===== src/inc/fault_resp_pkg.sv =====
// Purpose: Shared constants and types for the motor fault response controller.
// Assumes: 32-bit AXI4-Lite register bus, 100 MHz aclk.
// Notes: Diagnostic bit positions are shared by registers and logic; the raw input vector uses its own order.
package fault_resp_pkg;

  // Register byte offsets
  localparam logic [7:0] CTRL_OFS = 8'h00;
  localparam logic [7:0] MASK_OFS = 8'h04;
  localparam logic [7:0] DIAG_OFS = 8'h08;
  localparam logic [7:0] STATE_OFS = 8'h0C;
  localparam logic [7:0] IRQ_STAT_OFS = 8'h10;
  localparam logic [7:0] IRQ_CLR_OFS = 8'h14;
  localparam logic [7:0] IRQ_EN_OFS = 8'h18;

  // Control register fields
  localparam int CTRL_STOP_ON_FAULT_BIT = 0;
  localparam int CTRL_AUTO_RESTART_BIT = 1;
  localparam int CTRL_RUN_BIT = 2;
  localparam int CTRL_INHIBIT_BIT = 3;
  localparam int CTRL_DEMAND_LSB = 8;
  localparam int DEMAND_W = 8;
  localparam logic [31:0] CTRL_RESET = 32'h0000_0000;
  localparam logic [31:0] CTRL_WMASK = 32'h0000_FF0F;

  // Diagnostic bit positions (also mask, irq status, clear and enable layout)
  localparam int DIAG_W = 9;
  localparam int DG_SUPPLY_UV = 0;
  localparam int DG_GATE_SUPPLY_UV = 1;
  localparam int DG_POR = 2;
  localparam int DG_SHORT = 3;
  localparam int DG_BOOT_UV = 4;
  localparam int DG_OVER_TEMP = 5;
  localparam int DG_LOSS_SYNC = 6;
  localparam int DG_LOGIC_UV = 7;
  localparam int DG_WD_FAULT = 8;
  localparam logic [DIAG_W-1:0] MASK_RESET = 9'h000;
  localparam logic [DIAG_W-1:0] UNMASKABLE = 9'h006;

  // Transistor and phase counts
  localparam int FET_N = 6;
  localparam int PHASE_N = 3;

  // Timing
  localparam int CLK_PERIOD_NS = 10;
  localparam int OT_HOLD_MS = 10;
  localparam int WD_ARM_MS = 100;
  localparam int NS_PER_MS = 1000000;
  localparam int CNT_W = 24;

  // AXI responses
  localparam logic [1:0] RESP_OKAY = 2'h0;
  localparam logic [1:0] RESP_SLVERR = 2'h2;

  typedef enum logic [3:0] {
    MR_IDLE = 4'h1,
    MR_HOLD = 4'h2,
    MR_WAIT = 4'h4,
    MR_ARM = 4'h8
  } mcu_rst_e;

endpackage : fault_resp_pkg


===== src/verilog/motor_fault_response_controller.sv =====
// Purpose: Gate drive fault response, fault latching and release, MCU reset sequencing.
// Assumes: Fault detectors and pwm_on come from outside the aclk domain.
// Notes: Registers over AXI4-Lite; one level interrupt output.
//
// The implementer's own choices: the register addresses and register access over AXI4-Lite.
`timescale 1ns/1ps
`default_nettype none

module motor_fault_response_controller
  import fault_resp_pkg::*;
#(
  parameter int OT_HOLD_CYC = OT_HOLD_MS * (NS_PER_MS / CLK_PERIOD_NS),
  parameter int WD_ARM_CYC = WD_ARM_MS * (NS_PER_MS / CLK_PERIOD_NS)
) (
  input wire logic aclk,
  input wire logic aresetn,
  input wire logic [7:0] awaddr,
  input wire logic [2:0] awprot,
  input wire logic awvalid,
  output logic awready,
  input wire logic [31:0] wdata,
  input wire logic [3:0] wstrb,
  input wire logic wvalid,
  output logic wready,
  output logic [1:0] bresp,
  output logic bvalid,
  input wire logic bready,
  input wire logic [7:0] araddr,
  input wire logic [2:0] arprot,
  input wire logic arvalid,
  output logic arready,
  output logic [31:0] rdata,
  output logic [1:0] rresp,
  output logic rvalid,
  input wire logic rready,
  input wire logic motor_supply_uv,
  input wire logic motor_supply_por,
  input wire logic gate_drive_supply_uv,
  input wire logic logic_regulator_uv,
  input wire logic watchdog_fault,
  input wire logic watchdog_in,
  input wire logic over_temp,
  input wire logic loss_of_sync,
  input wire logic [FET_N-1:0] short_fault,
  input wire logic [FET_N-1:0] bootstrap_uv,
  input wire logic [PHASE_N-1:0] pwm_on,
  output logic [FET_N-1:0] gate_enable,
  output logic mcu_reset_out_n,
  output logic start_request,
  output logic irq
);

  localparam int RAW_W = 8 + 2 * FET_N + PHASE_N;

  typedef struct packed {
    logic [RAW_W-1:0] sync1;
    logic [RAW_W-1:0] sync2;
    logic [RAW_W-1:0] prev;
    logic [31:0] ctrl;
    logic [DIAG_W-1:0] mask;
    logic [DIAG_W-1:0] diag;
    logic [DIAG_W-1:0] ev_prev;
    logic [DIAG_W-1:0] irq_stat;
    logic [DIAG_W-1:0] irq_en;
    logic demand_zero_seen;
    logic run_low_seen;
    logic read_release;
    logic uv_lat;
    logic bridge_lat;
    logic los_lat;
    logic [FET_N-1:0] fet_lat;
    mcu_rst_e mr;
    logic [CNT_W-1:0] cnt;
    logic [FET_N-1:0] gate_en;
    logic start_req;
    logic aw_held;
    logic [7:0] aw_addr;
    logic w_held;
    logic [31:0] w_data;
    logic [3:0] w_strb;
    logic bvalid;
    logic [1:0] bresp;
    logic rvalid;
    logic [31:0] rdata;
    logic [1:0] rresp;
  } state_s;

  state_s r;
  state_s n;

  logic [RAW_W-1:0] raw_in;
  assign raw_in = {pwm_on, bootstrap_uv, short_fault, watchdog_in, loss_of_sync, over_temp,
                   watchdog_fault, logic_regulator_uv, gate_drive_supply_uv,
                   motor_supply_por, motor_supply_uv};

  // Combinational handshake and status outputs
  assign awready = !r.aw_held && !r.bvalid;
  assign wready = !r.w_held && !r.bvalid;
  assign arready = !r.rvalid;
  assign bvalid = r.bvalid;
  assign bresp = r.bresp;
  assign rvalid = r.rvalid;
  assign rdata = r.rdata;
  assign rresp = r.rresp;
  assign gate_enable = r.gate_en;
  assign mcu_reset_out_n = (r.mr != MR_HOLD);
  assign start_request = r.start_req;
  assign irq = |(r.irq_stat & r.irq_en);

  always_comb begin
    logic [DIAG_W-1:0] ev;
    logic [DIAG_W-1:0] diag_clr;
    logic [DIAG_W-1:0] act;
    logic [FET_N-1:0] sf;
    logic [FET_N-1:0] bu;
    logic [PHASE_N-1:0] pwm;
    logic [PHASE_N-1:0] pwm_prev;
    logic [31:0] bmask;
    logic [DEMAND_W-1:0] demand;
    logic stop_en;
    logic restart_en;
    logic inhibit;
    logic uv;
    logic ot;
    logic los;
    logic lruv;
    logic wdf;
    logic wd_edge;
    logic critical;
    logic demand_rel;
    logic run_rel;
    logic release_ev;
    logic mr_src;
    logic global_off;
    ev = '0;
    diag_clr = '0;
    act = '0;
    sf = '0;
    bu = '0;
    pwm = '0;
    pwm_prev = '0;
    bmask = '0;
    demand = '0;
    n = r;
    n.start_req = 1'b0;
    n.read_release = 1'b0;

    // Two-stage synchroniser; sync2 and its delayed copy prev feed logic
    n.sync1 = raw_in;
    n.sync2 = r.sync1;
    n.prev = r.sync2;

    stop_en = r.ctrl[CTRL_STOP_ON_FAULT_BIT];
    restart_en = r.ctrl[CTRL_AUTO_RESTART_BIT];
    inhibit = r.ctrl[CTRL_INHIBIT_BIT];
    demand = r.ctrl[CTRL_DEMAND_LSB +: DEMAND_W];

    // Masked diagnostics generate nothing at all; the POR and gate supply undervoltage bits ignore the mask
    act = ~(r.mask & ~UNMASKABLE);
    sf = r.sync2[8 +: FET_N] & {FET_N{act[DG_SHORT]}};
    bu = r.sync2[8 + FET_N +: FET_N] & {FET_N{act[DG_BOOT_UV]}};
    pwm = r.sync2[8 + 2 * FET_N +: PHASE_N];
    pwm_prev = r.prev[8 + 2 * FET_N +: PHASE_N];
    uv = r.sync2[0] & act[DG_SUPPLY_UV];
    critical = r.sync2[1] | r.sync2[2];
    lruv = r.sync2[3] & act[DG_LOGIC_UV];
    wdf = r.sync2[4] & act[DG_WD_FAULT];
    ot = r.sync2[5] & act[DG_OVER_TEMP];
    los = r.sync2[6] & act[DG_LOSS_SYNC];
    wd_edge = r.sync2[7] ^ r.prev[7];

    ev[DG_SUPPLY_UV] = uv;
    ev[DG_GATE_SUPPLY_UV] = r.sync2[2];
    ev[DG_POR] = r.sync2[1];
    ev[DG_SHORT] = |sf;
    ev[DG_BOOT_UV] = |bu;
    ev[DG_OVER_TEMP] = ot;
    ev[DG_LOSS_SYNC] = los;
    ev[DG_LOGIC_UV] = lruv;
    ev[DG_WD_FAULT] = wdf;
    n.ev_prev = ev;

    // Release sequences from the host
    demand_rel = r.demand_zero_seen && (demand != '0);
    if (demand == '0) begin
      n.demand_zero_seen = 1'b1;
    end else if (demand_rel) begin
      n.demand_zero_seen = 1'b0;
    end
    run_rel = r.run_low_seen && r.ctrl[CTRL_RUN_BIT];
    if (!r.ctrl[CTRL_RUN_BIT]) begin
      n.run_low_seen = 1'b1;
    end else if (run_rel) begin
      n.run_low_seen = 1'b0;
    end
    // A motor supply POR (raw bit 1) also acts as a release
    release_ev = demand_rel || run_rel || r.read_release || r.sync2[1];

    // Supply undervoltage latch, only when not restarting automatically
    if (stop_en && !restart_en && uv) begin
      n.uv_lat = 1'b1;
    end else if (release_ev || restart_en || !stop_en) begin
      n.uv_lat = 1'b0;
    end
    if (stop_en && restart_en && !uv && !r.uv_lat && r.ev_prev[DG_SUPPLY_UV]) begin
      n.start_req = 1'b1;
    end

    // Whole-bridge latch for short and bootstrap faults
    if (stop_en && (|sf || |bu)) begin
      n.bridge_lat = 1'b1;
    end else if (release_ev || !stop_en) begin
      n.bridge_lat = 1'b0;
    end

    // Per-transistor latch; set wins over a coincident PWM-on release
    for (int i = 0; i < FET_N; i++) begin
      if (!stop_en && (sf[i] || bu[i])) begin
        n.fet_lat[i] = 1'b1;
      end else if (stop_en || (pwm[i / 2] && !pwm_prev[i / 2])) begin
        n.fet_lat[i] = 1'b0;
      end
    end

    // Loss of synchronisation
    if (los && !restart_en) begin
      n.los_lat = 1'b1;
    end else if (release_ev || restart_en) begin
      n.los_lat = 1'b0;
    end
    if (los && !r.ev_prev[DG_LOSS_SYNC] && restart_en) begin
      n.start_req = 1'b1;
    end

    // MCU reset sequencing for logic supply, watchdog and thermal faults
    mr_src = stop_en && (lruv || wdf || ot);
    case (r.mr)
      MR_IDLE: begin
        if (mr_src) begin
          n.mr = MR_HOLD;
          n.cnt = '0;
        end
      end
      MR_HOLD: begin
        // Reset low stays asserted 10 ms after the last source goes away
        if (mr_src) begin
          n.cnt = '0;
        end else if (r.cnt == CNT_W'(OT_HOLD_CYC - 1)) begin
          n.mr = MR_WAIT;
          n.cnt = '0;
        end else begin
          n.cnt = r.cnt + 1'b1;
        end
      end
      MR_WAIT: begin
        if (mr_src) begin
          n.mr = MR_HOLD;
          n.cnt = '0;
        end else if (r.cnt == CNT_W'(WD_ARM_CYC - 1)) begin
          n.mr = MR_ARM;
          n.cnt = '0;
        end else begin
          n.cnt = r.cnt + 1'b1;
        end
      end
      MR_ARM: begin
        if (mr_src) begin
          n.mr = MR_HOLD;
          n.cnt = '0;
        end else if (wd_edge) begin
          n.mr = MR_IDLE;
        end
      end
      default: begin
        n.mr = MR_IDLE;
        n.cnt = '0;
      end
    endcase

    // Global disable requests meet in one OR; per-transistor latches and faults then gate each bit
    global_off = critical
      || (stop_en && uv) || r.uv_lat
      || (stop_en && (|sf || |bu)) || r.bridge_lat
      || (stop_en && ot)
      || los || r.los_lat
      || (r.mr != MR_IDLE);
    n.gate_en = {FET_N{!global_off}} & ~r.fet_lat & ~(stop_en ? '0 : (sf | bu));

    // AXI write channel: address and data may arrive in either order
    if (awvalid && awready) begin
      n.aw_held = 1'b1;
      n.aw_addr = awaddr;
    end
    if (wvalid && wready) begin
      n.w_held = 1'b1;
      n.w_data = wdata;
      n.w_strb = wstrb;
    end
    for (int b = 0; b < 4; b++) begin
      bmask[8 * b +: 8] = {8{r.w_strb[b]}};
    end
    if (r.aw_held && r.w_held && !r.bvalid) begin
      n.aw_held = 1'b0;
      n.w_held = 1'b0;
      n.bvalid = 1'b1;
      n.bresp = RESP_OKAY;
      case (r.aw_addr)
        CTRL_OFS: n.ctrl = (r.ctrl & ~(bmask & CTRL_WMASK)) | (r.w_data & bmask & CTRL_WMASK);
        MASK_OFS: n.mask = (r.mask & ~bmask[DIAG_W-1:0]) | (r.w_data[DIAG_W-1:0] & bmask[DIAG_W-1:0]);
        IRQ_CLR_OFS: n.irq_stat = r.irq_stat & ~(r.w_data[DIAG_W-1:0] & bmask[DIAG_W-1:0]);
        IRQ_EN_OFS: n.irq_en = (r.irq_en & ~bmask[DIAG_W-1:0]) | (r.w_data[DIAG_W-1:0] & bmask[DIAG_W-1:0]);
        DIAG_OFS, STATE_OFS, IRQ_STAT_OFS: n.bresp = RESP_OKAY;
        default: n.bresp = RESP_SLVERR;
      endcase
    end
    if (r.bvalid && bready) begin
      n.bvalid = 1'b0;
    end

    // AXI read channel
    if (arvalid && arready) begin
      n.rvalid = 1'b1;
      n.rresp = RESP_OKAY;
      n.rdata = '0;
      case (araddr)
        CTRL_OFS: n.rdata = r.ctrl;
        MASK_OFS: n.rdata[DIAG_W-1:0] = r.mask;
        DIAG_OFS: begin
          n.rdata[DIAG_W-1:0] = r.diag;
          if (!inhibit) begin
            diag_clr = r.diag;
            n.read_release = 1'b1;
          end
        end
        STATE_OFS: n.rdata = {8'h00, r.mr, 1'b0, r.uv_lat, r.bridge_lat, r.los_lat,
                              2'b00, r.fet_lat, 2'b00, r.gate_en};
        IRQ_STAT_OFS: n.rdata[DIAG_W-1:0] = r.irq_stat;
        IRQ_CLR_OFS: n.rdata = '0;
        IRQ_EN_OFS: n.rdata[DIAG_W-1:0] = r.irq_en;
        default: n.rresp = RESP_SLVERR;
      endcase
    end
    if (r.rvalid && rready) begin
      n.rvalid = 1'b0;
    end

    // Sticky diagnostics: a fault present in the clearing cycle sets again
    n.diag = (r.diag & ~diag_clr) | ev;
    if (arvalid && arready && araddr == IRQ_STAT_OFS) begin
      n.irq_stat = n.irq_stat;
    end
    n.irq_stat = n.irq_stat | (ev & ~r.ev_prev);
  end

  always_ff @(posedge aclk) begin
    if (!aresetn) begin
      r <= '0;
      r.ctrl <= CTRL_RESET;
      r.mask <= MASK_RESET;
      r.mr <= MR_IDLE;
    end else begin
      r <= n;
    end
  end

endmodule : motor_fault_response_controller

`default_nettype wire


===== config.mk =====
export PLATFORM = sky130hd
export DESIGN_NAME = motor_fault_response_controller
export DESIGN_NICKNAME = d
export VERILOG_FILES = /design/src/inc/fault_resp_pkg.sv /design/src/verilog/motor_fault_response_controller.sv
export SDC_FILE = /design/constraint.sdc
export NUM_CORES = 1
export LEC_CHECK = 0
export ABC_AREA = 1
export BUFFER_PORTS_ARGS = -buffer_cell sky130_fd_sc_hd__buf_2
export CORE_MARGIN = 8
export CORE_UTILIZATION = 55
export DETAILED_ROUTE_END_ITERATION = 10
export GPL_TIMING_DRIVEN = 0
export PLACE_DENSITY = 0.77
export SETUP_SLACK_MARGIN = 0.2
export SYNTH_ARGS = -nofsm -noshare
export SYNTH_HDL_FRONTEND = slang
export SYNTH_SLANG_ARGS = --single-unit

===== constraint.sdc =====
create_clock -name aclk -period 2.2 [get_ports aclk]
set_input_delay 0.44 -clock aclk [delete_from_list [all_inputs] [get_ports aclk]]
set_output_delay 0.44 -clock aclk [all_outputs]
set_load 0.03 [all_outputs]

==> qor.csv <==
stage,metric,value,unit
status,status,"complete, no violations",
worst_setup_path,cpMostUsedCell,nand2_2,
grt,overflow,0,
die,fp.dieW,146,um
grt,grt_pass1_wl,39.6,mm
power_and_ir_drop,power_leakage,5.33,nW
final_layout,diodes,0,
timing,max_freq,503,MHz
synth,synth-seq-area-share,0.454,
synth,ys_ff_latch,209,
timing,worst_clock_skew,0.00983,ns
power_and_ir_drop,cell_internal_pwr,6.77,mW
flow_run,cap_violations,0,
clock_tree,cts_hold_buf,0,
clock_tree,cts_buffer_depth,3,
clock_tree,htreeDepth,1,
detailed_routing,vias,8527,
detailed_routing,wl,24.8,mm
synth,synthCells,1297,
clock_tree,numCtsBuffers,22,
timing,worst_slew_pin_slew,0.760,ns
worst_hold_path,hold_path_depth,3,
final_layout,fin_nets,1523,
detailed_routing,wl_per_cell,14.9,um
worst_setup_path,critPathMaxFanout,3,
die,die_h,146,um
timing,hold_viol,0,
place,dp_hpwl,18.2,mm
place,io_buffers,102,
worst_setup_path,arrival,1.55,ns
worst_setup_path,critPathCaptureType,output port,
worst_setup_path,critPathRequiredTime,1.76,ns
power_and_ir_drop,p_sw_frac,0.293,
grt,grt_pass1_vias,8092,
grt,grt_max_degree,14,
power_and_ir_drop,peakVddDrop,0.000656,V
final_layout,areaGrowthSynthToFinish,17.6,%
die,core,0.0165,mm2
clock_tree,clk_latency,0.50,ns
detailed_routing,drt_iter0_drc,668,
die,io_pins,138,
worst_setup_path,path_class,flop to output port,
timing,setup_tns,0,ns
synth,netlist_top_cells_area,"dfxtp_1 (45%), nand2_1 (12%), inv_1 (7.4%)",
power_and_ir_drop,cellPowerDensity,882,mW/mm2
clock_tree,root_buffer,clkbuf_16,
synth,synth_top_cell_by_area,dfxtp_1,
detailed_routing,drtAntennaViolNets,0,
synth,synth_top_area_share,0.454,
power_and_ir_drop,power,9.57,mW
place,gp_congestion,0.927,
power_and_ir_drop,seq_power_share,0.438,
synth,async_reset_ff_frac,0,
synth,syn_avg_cell_area,7.11,um2
detailed_routing,drtPass1Iterations,8,
die,rows,47,
final_layout,drive_gt1_frac,0.177,
final_layout,layout_commonest_cell,nand2_1,
timing,fin_crit_sh,0.903,
die,dieArea,0.0212,mm2
clock_tree,clock_sinks,209,
power_and_ir_drop,p_switching,2.80,mW
worst_setup_path,critPathLaunchType,flop,
synth,synth_cell_types,50,
synth,ys_warn_count,0,
detailed_routing,remaining_drc_errors,0,
worst_hold_path,hold_class,input port to flop,
synth,synth_flop_cell,dfxtp_1,
worst_setup_path,path_cells,"nand2_2, nand2_2, a221oi_4, o2111ai_2, buf_6",
synth,syn_area,0.00923,mm2
die,start_util,0.560,
power_and_ir_drop,pwr-share-clk,0.386,
final_layout,fillerInstances,1491,
timing,period_needed,1.99,ns
worst_setup_path,ff2ff_path_depth,10,
timing,setup_viol,0,
clock_tree,cts.clk_slew.worst_paths,0.06,ns
timing,slew_viol_final,0,
worst_setup_path,slowest_delay,0.34,ns
grt,grt_antenna_before_repair,0,
worst_setup_path,crit_slowest_cell,dfxtp_2,
grt,track_usage,0.224,
synth,synth_edf_count,0,
timing,rsz0062_at_grt,true,
final_layout,mostFrequentLayoutCells,"nand2_1 (292), dfxtp_1 (202), inv_1 (181), nor2_1 (171), buf_2 (110)",
detailed_routing,drt-vias-per-instance,5.11,
clock_tree,cts_tree,done,
timing,maxSlewHeadroom,0.494,
power_and_ir_drop,combPwrFrac,0.177,
[what timing repair did]
item                                   CTS  global route
resized for setup                        7            13
pin swaps                                1             5
endpoints found under the hold margin    0             0
setup endpoints to repair                2            22
buffers inserted                         0             1
[final timing paths]
path / startpoint / end / slack [ns]
max: r[144] / irq / 0.21
min: bootstrap_uv[4] / n[249] / 0.12
max reg2reg: r[91] / r[104] / 0.33
min reg2reg: n[248] / n[225] / 0.41
[cell usage after synthesis, types with 5 or more instances]
master    instances
inv_2             7
nand2_1         295
a21oi_1          78
clkbuf_1         18
nor2_2            5
nand2_2          11
nor3_1           12
nand3_1          74
nor2_1          172
o21ai_0          95
nand4_1          16
buf_1             6
buf_4            44
buf_6             6
dfxtp_1         209
inv_1           182
buf_2             9
o22ai_1           7
nor2_4            5
[cell type report]
| class | count | area [um2] | area share |
|---|---|---|---|
| Sequential cell | 209 | 4190 | 0.387 |
| Multi-Input combinational cell | 824 | 3880 | 0.357 |
| Inverter | 191 | 717 | 0.0661 |
| Clock buffer | 32 | 669 | 0.0617 |
| Buffer | 83 | 533 | 0.0491 |
| Timing Repair Buffer | 103 | 524 | 0.0483 |
| Tap cell | 220 | 275 | 0.0254 |
| Clock inverter | 6 | 60.1 | 0.00554 |
[cell families after synthesis]
group / count (synthesis) / synth area share
xor gates and xnor gates: 6 / 0.00570
AOI/OAI and AO/OA: 204 / 0.120
DFF: 209 / 0.454
other: 1 / 0.000406
and+or+nand+nor: 602 / 0.284
buffers and inverters: 274 / 0.135
adders and majority gates: 1 / 0.00136
[power by group through the flow]
stage | Sequential (mW) | Clock, mW | Combinational (mW)
5_1_grt | 4.21 | 3.89 | 1.84
3_5_place_dp | 4.26 | 0 | 1.61
6_report | 4.19 | 3.69 | 1.69
2_1_floorplan | 4.20 | 0 | 1.18
4_1_cts | 4.18 | 3.73 | 1.64
3_3_place_gp | 4.26 | 0 | 1.59
[critical path, delay by kind of cell, from the launching register on]
family	cells	cell delay, ns
DFF	1	0.34
and+or+nand+nor	2	0.14
buffers and inverters	1	0.18
AOI/OAI and AO/OA	2	0.39
[per-layer routing]
metal / global-route usage / routed length [um] / vias to the layer above
li1: - / - / 4276
met1: 0.279 / 10500 / 3831
met2: 0.373 / 11400 / 343
met3: 0.0435 / 2020 / 77
met4: 0.0906 / 941 / 0
met5: 0 / 0 / -
[per-stage QoR]
step | hold WS (ns) | std cells | worst slack, ns | cell area [um2] | util
floorplan | 0.390 | 1307 | 0.521 | 9260 | -
global placement | 0.395 | 1629 | 0.213 | 10000 | 0.610
detailed placement | 0.397 | 1629 | 0.180 | 10000 | 0.610
CTS | 0.108 | 1667 | 0.203 | 10800 | 0.656
global route | 0.116 | 1668 | 0.164 | 10800 | 0.659
finish | 0.122 | 1668 | 0.213 | 10800 | 0.659
Power figures use the tool's default switching activity.
